$ cat src/hsh_cfg.svh
// register offsets, field positions, reset values and timing counts
// assumes inclusion by bare name from the homing sequencer files
`ifndef HSH_CFG_SVH
`define HSH_CFG_SVH

`define HSH_OFS_CTRL 8'h00
`define HSH_OFS_STATUS 8'h04
`define HSH_OFS_IRQ_STAT 8'h08
`define HSH_OFS_IRQ_MASK 8'h0C
`define HSH_OFS_THRESH 8'h10
`define HSH_OFS_CONT_CUR 8'h14
`define HSH_OFS_STALL_DLY 8'h18
`define HSH_OFS_HARM_GAIN 8'h1C
`define HSH_OFS_HARM_PHASE 8'h20
`define HSH_OFS_VEL1 8'h24
`define HSH_OFS_ACC1 8'h30
`define HSH_OFS_DEC1 8'h3C
`define HSH_OFS_OFFSET 8'h48

`define HSH_CTRL_START 0
`define HSH_CTRL_INDEX 1
`define HSH_CTRL_ABORT 2
`define HSH_CTRL_STALL_EN 3

`define HSH_IRQ_DONE 0
`define HSH_IRQ_ERROR 1
`define HSH_IRQ_STALL 2

`define HSH_RST_THRESH 16'h0064
`define HSH_RST_CONT_CUR 16'h00C8
`define HSH_RST_STALL_DLY 16'h03E8
`define HSH_RST_VEL1 16'h094D
`define HSH_RST_VEL2 16'h04A6
`define HSH_RST_VEL3 16'h0077
`define HSH_RST_RATE12 16'h0257
`define HSH_RST_RATE3 16'h003C
`define HSH_RST_OFFSET 32'h000007D0

`define HSH_THRESH_MIN 16'h0001
`define HSH_STALL_DLY_MIN 16'h0001
`define HSH_STALL_DLY_MAX 16'h7D00
`define HSH_RATE_MIN 16'h0001
`define HSH_RATE_MAX 16'h7FBE
`define HSH_VEL_MIN 16'h0001
`define HSH_VEL_MAX 16'h4A67
`define HSH_PHASE_MAX 8'sh7D
`define HSH_OFFSET_MIN 32'h80000001

`define HSH_CLK_PERIOD_NS 4
`define HSH_MS_NS 1000000
`define HSH_MS_CYCLES (`HSH_MS_NS / `HSH_CLK_PERIOD_NS)
`define HSH_STEP_TIMEOUT_MS 10000

`endif

$ cat src/hsh_pkg.sv
// types shared by the homing sequencer and its ramp generator
// assumes hsh_cfg.svh carries the numeric constants
package hsh_pkg;
  typedef logic signed [17:0] hsh_vel_t;
  typedef struct packed {
    logic [15:0] vel;
    logic [15:0] acc;
    logic [15:0] dec;
  } hsh_step_t;
  typedef enum logic [2:0] {
    HSH_IDLE = 3'b000,
    HSH_SEEK = 3'b001,
    HSH_INDEX = 3'b010,
    HSH_OFFSET = 3'b011,
    HSH_BRAKE = 3'b100
  } hsh_state_t;
  typedef struct packed {
    logic stall;
    logic error;
    logic done;
  } hsh_evt_t;
endpackage

$ cat src/hsh_ramp.sv
// velocity ramp toward a signed target with separate accel and decel
// assumes one clock, synchronous active-high reset
`timescale 1ns/10ps
`include "hsh_cfg.svh"
module hsh_ramp #(
  parameter int TICK_CYCLES = 2500,
  parameter int SCALE_BITS = 8
) (
  input wire logic clk,
  input wire logic rst,
  input wire hsh_pkg::hsh_vel_t target,
  input wire hsh_pkg::hsh_step_t step_cfg,
  output hsh_pkg::hsh_vel_t vel,
  output logic at_target
);
  import hsh_pkg::*;

  localparam int FW = 18 + SCALE_BITS;
  logic signed [FW-1:0] fine_q, fine_d;
  logic [15:0] tick_q;
  wire tick = (tick_q == 16'(TICK_CYCLES - 1));
  wire signed [FW-1:0] goal = {target, {SCALE_BITS{1'b0}}};
  wire signed [FW-1:0] diff = goal - fine_q;
  // shrinking speed or reversing uses decel, else accel
  wire slowing = (fine_q != '0) &&
    ((goal == '0) || (goal[FW-1] != fine_q[FW-1]) ||
     (fine_q[FW-1] ? (goal > fine_q) : (goal < fine_q)));
  wire signed [FW-1:0] rate = FW'(slowing ? step_cfg.dec : step_cfg.acc);
  wire signed [FW-1:0] mag = diff[FW-1] ? -diff : diff;

  always_comb begin
    fine_d = fine_q;
    if (tick) begin
      if (mag <= rate)
        fine_d = goal;
      else if (diff[FW-1])
        fine_d = fine_q - rate;
      else
        fine_d = fine_q + rate;
    end
  end

  always_ff @(posedge clk) begin
    if (rst) begin
      fine_q <= '0;
      tick_q <= 16'h0000;
    end else begin
      fine_q <= fine_d;
      tick_q <= tick ? 16'h0000 : tick_q + 16'h0001;
    end
  end

  assign vel = fine_q[FW-1:SCALE_BITS];
  assign at_target = (fine_q == goal);
endmodule

$ cat src/hsh_sequencer.sv
// hard-stop homing sequencer with its parameter registers
// assumes a plain register port, one clock, synchronous reset
//
// Behaviour
// threshold in 0.01 A, at least 0.01 A, never above continuous current
// end stop reached when motor current reaches the threshold
// stall recovery runs the set 1..32000 ms, then a fault is raised
// harmonic gain 0..32767, used with the phase against ripple
// signed harmonic phase -125..+125, applied jointly with the gain
// per-step deceleration, 0.167 rev/s2 units, range kept
// default decelerations 100, 100 and 10 rev/s2
// signed home offset in steps, travelled after the home reference
// positive offset starts clockwise, negative counter-clockwise
// seek end stop in start direction, then optional index search
// command bit 0 hard stop only, 1 adds index search
// offset move starts once hard stop or index is reached
// step-one velocity to seek, step two offset, step three index
// host configures threshold and per-step rates before homing
// host keeps the threshold low to protect the mechanics
// per-step acceleration, defaults 100, 100 and 10 rev/s2
// per-step velocities 0.0042..80 rev/s, defaults 10, 5, 0.5
// completion reported after offset move; failed step aborts with error
// each step ramps with its own acceleration and deceleration
`timescale 1ns/10ps
`include "hsh_cfg.svh"
module hsh_sequencer #(
  parameter int MS_CYCLES = `HSH_MS_CYCLES,
  parameter int STEP_TIMEOUT_MS = `HSH_STEP_TIMEOUT_MS,
  parameter int RAMP_TICK = 2500
) (
  input wire logic clk,
  input wire logic rst,
  input wire logic [7:0] addr,
  input wire logic [31:0] wdata,
  input wire logic wr,
  input wire logic rd,
  output logic [31:0] rdata,
  input wire logic [15:0] motor_current,
  input wire logic index_pulse,
  input wire logic stall_detect,
  input wire logic step_tick,
  output hsh_pkg::hsh_vel_t vel_cmd,
  output logic signed [23:0] harm_comp,
  output logic stall_fault,
  output logic homing_busy,
  output logic irq
);
  import hsh_pkg::*;

  hsh_state_t state_q, state_d, after_q, after_d;
  hsh_step_t steps_q [3];
  hsh_evt_t irq_stat_q, irq_mask_q, evt;
  logic [15:0] thresh_q, cont_cur_q, stall_dly_q;
  logic [14:0] gain_q;
  logic signed [7:0] phase_q;
  logic signed [31:0] offset_q;
  logic index_sel_q, stall_en_q, cw_q;
  logic [1:0] step_sel_q, step_sel_d;
  logic [31:0] moved_q, ms_cnt_q, to_cnt_q;
  logic [15:0] stall_ms_q;
  logic stall_flt_q, err_pend_q, err_pend_d, done_ev, err_ev;
  logic [31:0] rdata_q;
  hsh_vel_t target, ramp_vel;
  logic ramp_at;

  // write decode
  wire wr_ctrl = wr && (addr == `HSH_OFS_CTRL);
  wire wr_istat = wr && (addr == `HSH_OFS_IRQ_STAT);
  wire wr_imask = wr && (addr == `HSH_OFS_IRQ_MASK);
  wire wr_thr = wr && (addr == `HSH_OFS_THRESH);
  wire wr_cc = wr && (addr == `HSH_OFS_CONT_CUR);
  wire wr_sdly = wr && (addr == `HSH_OFS_STALL_DLY);
  wire wr_gain = wr && (addr == `HSH_OFS_HARM_GAIN);
  wire wr_phase = wr && (addr == `HSH_OFS_HARM_PHASE);
  wire wr_ofs = wr && (addr == `HSH_OFS_OFFSET);
  wire start = wr_ctrl && wdata[`HSH_CTRL_START] && (state_q == HSH_IDLE);
  wire abort = wr_ctrl && wdata[`HSH_CTRL_ABORT] && (state_q != HSH_IDLE);

  // write clamps
  wire [15:0] w16 = wdata[15:0];
  wire [15:0] thr_w = (w16 < `HSH_THRESH_MIN) ? `HSH_THRESH_MIN :
    (w16 > cont_cur_q) ? cont_cur_q : w16;
  wire [15:0] sdly_w = (w16 < `HSH_STALL_DLY_MIN) ? `HSH_STALL_DLY_MIN :
    (w16 > `HSH_STALL_DLY_MAX) ? `HSH_STALL_DLY_MAX : w16;
  wire [15:0] rate_w = (w16 < `HSH_RATE_MIN) ? `HSH_RATE_MIN :
    (w16 > `HSH_RATE_MAX) ? `HSH_RATE_MAX : w16;
  wire [15:0] vel_w = (w16 < `HSH_VEL_MIN) ? `HSH_VEL_MIN :
    (w16 > `HSH_VEL_MAX) ? `HSH_VEL_MAX : w16;
  wire signed [31:0] ws = wdata;
  wire signed [7:0] phase_w = (ws > 32'sd125) ? `HSH_PHASE_MAX :
    (ws < -32'sd125) ? -`HSH_PHASE_MAX : ws[7:0];
  wire signed [31:0] ofs_w = (wdata == 32'h80000000) ? `HSH_OFFSET_MIN
    : ws;
  // threshold in force never exceeds continuous current
  wire [15:0] thr_eff = (thresh_q > cont_cur_q) ? cont_cur_q : thresh_q;

  // derived sequencing terms
  wire [31:0] ofs_mag = offset_q[31] ? 32'(-offset_q) : 32'(offset_q);
  wire hit_stop = (motor_current >= thr_eff);
  wire ms_tick = (ms_cnt_q == 32'(MS_CYCLES - 1));
  wire timeout = (to_cnt_q >= 32'(STEP_TIMEOUT_MS)) && (state_q != HSH_IDLE)
    && (state_q != HSH_BRAKE);
  wire stall_trip = stall_en_q && stall_detect && ms_tick &&
    (stall_ms_q >= stall_dly_q - 16'h0001) && !stall_flt_q;
  wire [15:0] svel = steps_q[step_sel_q].vel;
  wire hsh_vel_t svel_s = hsh_vel_t'({2'b00, svel});
  wire moving = (state_q == HSH_SEEK) || (state_q == HSH_INDEX) ||
    (state_q == HSH_OFFSET);
  // offset move heads back away from the stop
  wire fwd = (state_q == HSH_OFFSET) ? !cw_q : cw_q;

  assign target = !moving ? '0 : (fwd ? svel_s : -svel_s);

  hsh_ramp #(
    .TICK_CYCLES(RAMP_TICK),
    .SCALE_BITS(8)
  ) u_ramp (
    .clk(clk),
    .rst(rst),
    .target(target),
    .step_cfg(steps_q[step_sel_q]),
    .vel(ramp_vel),
    .at_target(ramp_at)
  );

  always_comb begin
    state_d = state_q;
    after_d = after_q;
    step_sel_d = step_sel_q;
    err_pend_d = err_pend_q;
    done_ev = 1'b0;
    err_ev = 1'b0;
    if (abort || timeout || (stall_trip && state_q != HSH_IDLE)) begin
      state_d = HSH_BRAKE;
      after_d = HSH_IDLE;
      err_pend_d = 1'b1;
    end else begin
      case (state_q)
        HSH_IDLE: begin
          if (start) begin
            state_d = HSH_SEEK;
            step_sel_d = 2'd0;
            err_pend_d = 1'b0;
          end
        end
        HSH_SEEK: begin
          if (hit_stop) begin
            state_d = HSH_BRAKE;
            after_d = index_sel_q ? HSH_INDEX : HSH_OFFSET;
          end
        end
        HSH_INDEX: begin
          if (index_pulse) begin
            state_d = HSH_BRAKE;
            after_d = HSH_OFFSET;
          end
        end
        HSH_OFFSET: begin
          if (moved_q >= ofs_mag) begin
            state_d = HSH_BRAKE;
            after_d = HSH_IDLE;
          end
        end
        HSH_BRAKE: begin
          if (ramp_at) begin
            state_d = after_q;
            if (after_q == HSH_INDEX)
              step_sel_d = 2'd2;
            else if (after_q == HSH_OFFSET)
              step_sel_d = 2'd1;
            else begin
              done_ev = !err_pend_q;
              err_ev = err_pend_q;
            end
          end
        end
        default: state_d = HSH_IDLE;
      endcase
    end
  end

  assign evt.done = done_ev;
  assign evt.error = err_ev;
  assign evt.stall = stall_trip;

  always_ff @(posedge clk) begin
    if (rst) begin
      state_q <= HSH_IDLE;
      after_q <= HSH_IDLE;
      step_sel_q <= 2'd0;
      err_pend_q <= 1'b0;
    end else begin
      state_q <= state_d;
      after_q <= after_d;
      step_sel_q <= step_sel_d;
      err_pend_q <= err_pend_d;
    end
  end

  // offset distance, step timeout and stall delay counters
  always_ff @(posedge clk) begin
    if (rst) begin
      moved_q <= 32'h00000000;
      ms_cnt_q <= 32'h00000000;
      to_cnt_q <= 32'h00000000;
      stall_ms_q <= 16'h0000;
      stall_flt_q <= 1'b0;
    end else begin
      ms_cnt_q <= ms_tick ? 32'h00000000 : ms_cnt_q + 32'h00000001;
      if (state_q != HSH_OFFSET)
        moved_q <= 32'h00000000;
      else if (step_tick)
        moved_q <= moved_q + 32'h00000001;
      if (state_d != state_q)
        to_cnt_q <= 32'h00000000;
      else if (ms_tick)
        to_cnt_q <= to_cnt_q + 32'h00000001;
      if (!stall_en_q || !stall_detect) begin
        stall_ms_q <= 16'h0000;
        stall_flt_q <= 1'b0;
      end else if (ms_tick && !stall_flt_q) begin
        stall_ms_q <= stall_ms_q + 16'h0001;
        stall_flt_q <= stall_trip;
      end
    end
  end

  // parameter registers
  always_ff @(posedge clk) begin
    if (rst) begin
      thresh_q <= `HSH_RST_THRESH;
      cont_cur_q <= `HSH_RST_CONT_CUR;
      stall_dly_q <= `HSH_RST_STALL_DLY;
      gain_q <= 15'h0000;
      phase_q <= 8'sh00;
      offset_q <= `HSH_RST_OFFSET;
      index_sel_q <= 1'b0;
      stall_en_q <= 1'b0;
      cw_q <= 1'b1;
      steps_q[0] <= {`HSH_RST_VEL1, `HSH_RST_RATE12, `HSH_RST_RATE12};
      steps_q[1] <= {`HSH_RST_VEL2, `HSH_RST_RATE12, `HSH_RST_RATE12};
      steps_q[2] <= {`HSH_RST_VEL3, `HSH_RST_RATE3, `HSH_RST_RATE3};
    end else begin
      if (wr_thr)
        thresh_q <= thr_w;
      if (wr_cc)
        cont_cur_q <= w16;
      if (wr_sdly)
        stall_dly_q <= sdly_w;
      if (wr_gain)
        gain_q <= wdata[14:0];
      if (wr_phase)
        phase_q <= phase_w;
      if (wr_ofs)
        offset_q <= ofs_w;
      if (wr_ctrl)
        stall_en_q <= wdata[`HSH_CTRL_STALL_EN];
      if (start) begin
        index_sel_q <= wdata[`HSH_CTRL_INDEX];
        cw_q <= !offset_q[31];
      end
      for (int i = 0; i < 3; i++) begin
        if (wr && addr == `HSH_OFS_VEL1 + 8'(4 * i))
          steps_q[i].vel <= vel_w;
        if (wr && addr == `HSH_OFS_ACC1 + 8'(4 * i))
          steps_q[i].acc <= rate_w;
        if (wr && addr == `HSH_OFS_DEC1 + 8'(4 * i))
          steps_q[i].dec <= rate_w;
      end
    end
  end

  // interrupt status: a set in the clearing cycle wins
  always_ff @(posedge clk) begin
    if (rst) begin
      irq_stat_q <= '0;
      irq_mask_q <= '0;
    end else begin
      irq_stat_q <= (irq_stat_q & ~(wr_istat ? wdata[2:0] : 3'b000)) | evt;
      if (wr_imask)
        irq_mask_q <= wdata[2:0];
    end
  end

  // read mux
  logic [31:0] rd_mux;
  always_comb begin
    rd_mux = 32'h00000000;
    case (addr)
      `HSH_OFS_CTRL: rd_mux = {28'h0000000, stall_en_q, 1'b0, index_sel_q,
        1'b0};
      `HSH_OFS_STATUS: rd_mux = {26'h0000000, stall_flt_q, cw_q, homing_busy,
        state_q};
      `HSH_OFS_IRQ_STAT: rd_mux = {29'h00000000, irq_stat_q};
      `HSH_OFS_IRQ_MASK: rd_mux = {29'h00000000, irq_mask_q};
      `HSH_OFS_THRESH: rd_mux = {16'h0000, thresh_q};
      `HSH_OFS_CONT_CUR: rd_mux = {16'h0000, cont_cur_q};
      `HSH_OFS_STALL_DLY: rd_mux = {16'h0000, stall_dly_q};
      `HSH_OFS_HARM_GAIN: rd_mux = {17'h00000, gain_q};
      `HSH_OFS_HARM_PHASE: rd_mux = 32'(phase_q);
      `HSH_OFS_OFFSET: rd_mux = offset_q;
      default: begin
        for (int i = 0; i < 3; i++) begin
          if (addr == `HSH_OFS_VEL1 + 8'(4 * i))
            rd_mux = {16'h0000, steps_q[i].vel};
          if (addr == `HSH_OFS_ACC1 + 8'(4 * i))
            rd_mux = {16'h0000, steps_q[i].acc};
          if (addr == `HSH_OFS_DEC1 + 8'(4 * i))
            rd_mux = {16'h0000, steps_q[i].dec};
        end
      end
    endcase
  end

  // outputs: read data, ripple term, velocity command
  always_ff @(posedge clk) begin
    if (rst) begin
      rdata_q <= 32'h00000000;
      harm_comp <= 24'sh000000;
      vel_cmd <= '0;
    end else begin
      rdata_q <= rd ? rd_mux : 32'h00000000;
      harm_comp <= 24'($signed({1'b0, gain_q})) * 24'(phase_q);
      vel_cmd <= ramp_vel;
    end
  end

  assign rdata = rdata_q;
  assign homing_busy = (state_q != HSH_IDLE);
  assign stall_fault = stall_flt_q;
  assign irq = |(irq_stat_q & irq_mask_q);
endmodule

$ cat config.mk
export PLATFORM = sky130hd
export DESIGN_NAME = hsh_sequencer
export DESIGN_NICKNAME = d
export VERILOG_FILES = /design/src/hsh_pkg.sv /design/src/hsh_ramp.sv /design/src/hsh_sequencer.sv
export VERILOG_INCLUDE_DIRS = /design/src
export SDC_FILE = /design/constraint.sdc
export NUM_CORES = 2
export LEC_CHECK = 0
export BUFFER_PORTS_ARGS = -buffer_cell sky130_fd_sc_hd__clkbuf_2
export CAP_MARGIN = 20
export CORE_MARGIN = 1.5
export CORE_UTILIZATION = 50
export CTS_BUF_LIST = sky130_fd_sc_hd__clkbuf_4 sky130_fd_sc_hd__clkbuf_8
export DETAILED_ROUTE_END_ITERATION = 8
export PLACE_DENSITY_LB_ADDON = 0.2
export SLEW_MARGIN = 0
export SYNTH_ARGS = -nofsm -noshare
export SYNTH_HDL_FRONTEND = slang
export SYNTH_SLANG_ARGS = --single-unit
export TNS_END_PERCENT = 5
$ cat constraint.sdc
create_clock -name clk -period 8.6 [get_ports clk]
set_input_delay 0.43 -clock clk [delete_from_list [all_inputs] [get_ports clk]]
set_output_delay 0.43 -clock clk [all_outputs]
set_load 0.01 [all_outputs]
==> out/metrics.yaml <==
ys_seq_area_frac: 0.342
clock_path_buffers: 3
syn-instance-count: 3854
drcViolationCount: 0
synth_top_flop_cell: "dfxtp_1"
vdd_drop_max_uv: 129
core_mm2: 0.0657
dieArea_mm2: 0.0680
dp_slack_ns: 0.156
hold_violations: 0
relSlewSlack: 0.211
cpPeakStageDelay_ns: 0.52
drtAntennaViolNets: 0
avgSynthCellArea_um2: 8.62
rows: 94
p_sw_frac: 0.249
drive_gt1_frac: 0.124
synth_area_mm2: 0.0332
clock_sinks: 495
synth_seq_cells: 495
die_w_um: 261
num_io_pins: 140
htree_levels: 3
crit_arrival_ns: 8.84
grtUsageTotal: 0.302
grt_antenna_before_repair: 6
crit_slowest_cell: "or4_1"
startpoint_type: "flip-flop"
dp.final_hpwl_mm: 76.5
clkLatencyLatePin_ns: 0.72
crit_fanout: 6
yosys_warnings: 0
worstMarginPinSlew_ns: 1.18
numCtsBuffers: 88
port_buffers: 139
synth.largest_area_cell: "dfxtp_1"
synth.most_common_cell: "nand2_1"
wl_per_cell_um: 21.0
max_freq_mhz: 121
route.final.wire_length_mm: 104
grt_pass1_vias: 27800
grt_pass1_wl_mm: 160
fill_cells: 6023
fin_nets: 4355
fin_worst_skew_ns: 0.0463
drv_cap: 0
seqPwrFrac: 0.483
p_per_area_mw_per_mm2: 138
drt-pass1-iter-count: 7
root_buffer: "clkbuf_8"
area_growth_pct: 11.6
fin_crit_ns: 8.26
hold_class: "in -> reg"
p_int_mw: 3.84
synthTopCellsByArea: "dfxtp_1 21%, edfxtp_1 13%, ha_1 8.3%, fa_1 4.8%, nand2_1 4.7%"
synth-edff-count: 144
cts.clk_slew.worst_paths_ns: 0.06
combinationalPowerShare: 0.055
synthTopCellsByCount: "420 x nand2_1, 413 x nor2_1, 351 x dfxtp_1, 254 x a21oi_1, 221 x ha_1"
critical_path_class: "reg -> reg"
vias: 29400
power_leakage_nw: 15.2
start_util: 0.505
synthArstFlopShare: 0
synth_top_area_frac: 0.212
ys_types: 103
gp_congestion: 0.984
grt.overflow.total: 0
drt-initial-drc-count: 2548
grt_max_degree: 80
p_switching_mw: 1.28
power_frac_clock: 0.462
via_per_inst: 5.96
cp.required_ns: 9.18
die_y_um: 261
cts_tree: "built"
total_power_mw: 5.12
status: "completed"
setup_slack_ns: 0.340
setup_viol_count_final: 0
slew_violations: 0
period_share: 0.960
endpoint_kind: "flip-flop"
-- flip-flops by register name (all words and copies together) (netlist names), 15 cells and up, named ones only --
register,count
offset_q,32
cont_cur_q,16
to_cnt_q,32
vel_cmd,18
gain_q,15
stall_ms_q,16
thresh_q,16
moved_q,32
stall_dly_q,16
rdata,32
steps_q,144
u_ramp.fine_q,26
harm_comp,24
ms_cnt_q,32
u_ramp.tick_q,16
-- final timing paths --
path	startpoint	slack [ns]	end	depth (start not counted)
worst min-delay path	step_tick	0.07	moved_q[0]	3
worst min register to register	ms_cnt_q[0]	0.45	ms_cnt_q[0]	1
worst max register to register	flip-flop	0.34	u_ramp.fine_q[24]	36
worst max-delay path	flip-flop	0.34	u_ramp.fine_q[24]	36
-- through the flow --
stage	hold slack, ns	TNS [ns]	std cells	util	area, µm²
finish	0.0725	0	4926	0.564	37100
floorplan	0.418	0	3862	-	33200
detailed placement	0.441	0	4745	0.531	34900
global placement	0.431	0	4745	0.531	34900
CTS	0.0282	0	4916	0.562	36900
global route	0.0756	-0.0176	4923	0.564	37100
-- timing repair --
action                                 CTS  global route
hold buffers                            15             0
setup endpoints to repair                0             8
resized for setup                        0            20
buffers inserted                         0             3
endpoints found under the hold margin   15             0
-- final cells by class --
type | count | area (µm²) | area share
Multi-Input combinational cell | 2952 | 20400 | 0.549
Sequential cell | 495 | 11400 | 0.306
Timing Repair Buffer | 256 | 1650 | 0.0444
Clock buffer | 120 | 1480 | 0.0398
Tap cell | 864 | 1080 | 0.0292
Inverter | 198 | 743 | 0.0201
Clock inverter | 36 | 385 | 0.0104
Antenna cell | 5 | 12.5 | 0.000338
-- cells in the final DEF (no fill, tap or decap), drive strengths merged, types with 55 or more instances in the layout --
cell type,instances
nand2,420
nor2,414
dfxtp,351
clkbuf,260
a21oi,254
ha,221
inv,202
edfxtp,144
xor2,141
o21ai,134
nand3,119
buf,101
xnor2,96
and2,96
mux2i,83
fa,80
nor4,72
a21o,66
nor3,57
and3,55
-- per-layer routing --
| layer | share of wire | global-route usage | vias up |
|---|---|---|---|
| met5 | 0.00042 | 0 | - |
| met4 | 0.046 | 0.128 | 6 |
| met3 | 0.088 | 0.0645 | 274 |
| met2 | 0.44 | 0.472 | 1240 |
| met1 | 0.42 | 0.404 | 13900 |
| li1 | - | - | 14000 |
-- cell families after synthesis --
group / Yosys count / share of synthesized area
adders and majority gates: 301 / 0.131
and+or+nand+nor: 1507 / 0.221
xor gates and xnor gates: 237 / 0.0630
DFF: 495 / 0.342
muxes: 107 / 0.0356
AOI/OAI and AO/OA: 791 / 0.158
other: 1 / 0.000113
buffers and inverters: 415 / 0.0493
-- worst max-delay path: cells and delay by family (launching register included) --
family          cells  cell delay (ns)
buf+inv             3             0.48
flops               1             0.42
fa+ha+maj           3             0.96
mux                 3             0.81
simple gates       10             2.07
xor+xnor            2             0.31
compound gates     15             3.09
-- power by group through the flow --
stage               combinational [mW]  clock [mW]  sequential (mW)
floorplan                        0.163           0             2.51
global placement                 0.264           0             2.52
detailed placement               0.265           0             2.52
finish                           0.280        2.37             2.47
global route                     0.300        2.51             2.47
CTS                              0.271        2.41             2.47
Note: power is estimated with default switching activity, not from simulation.
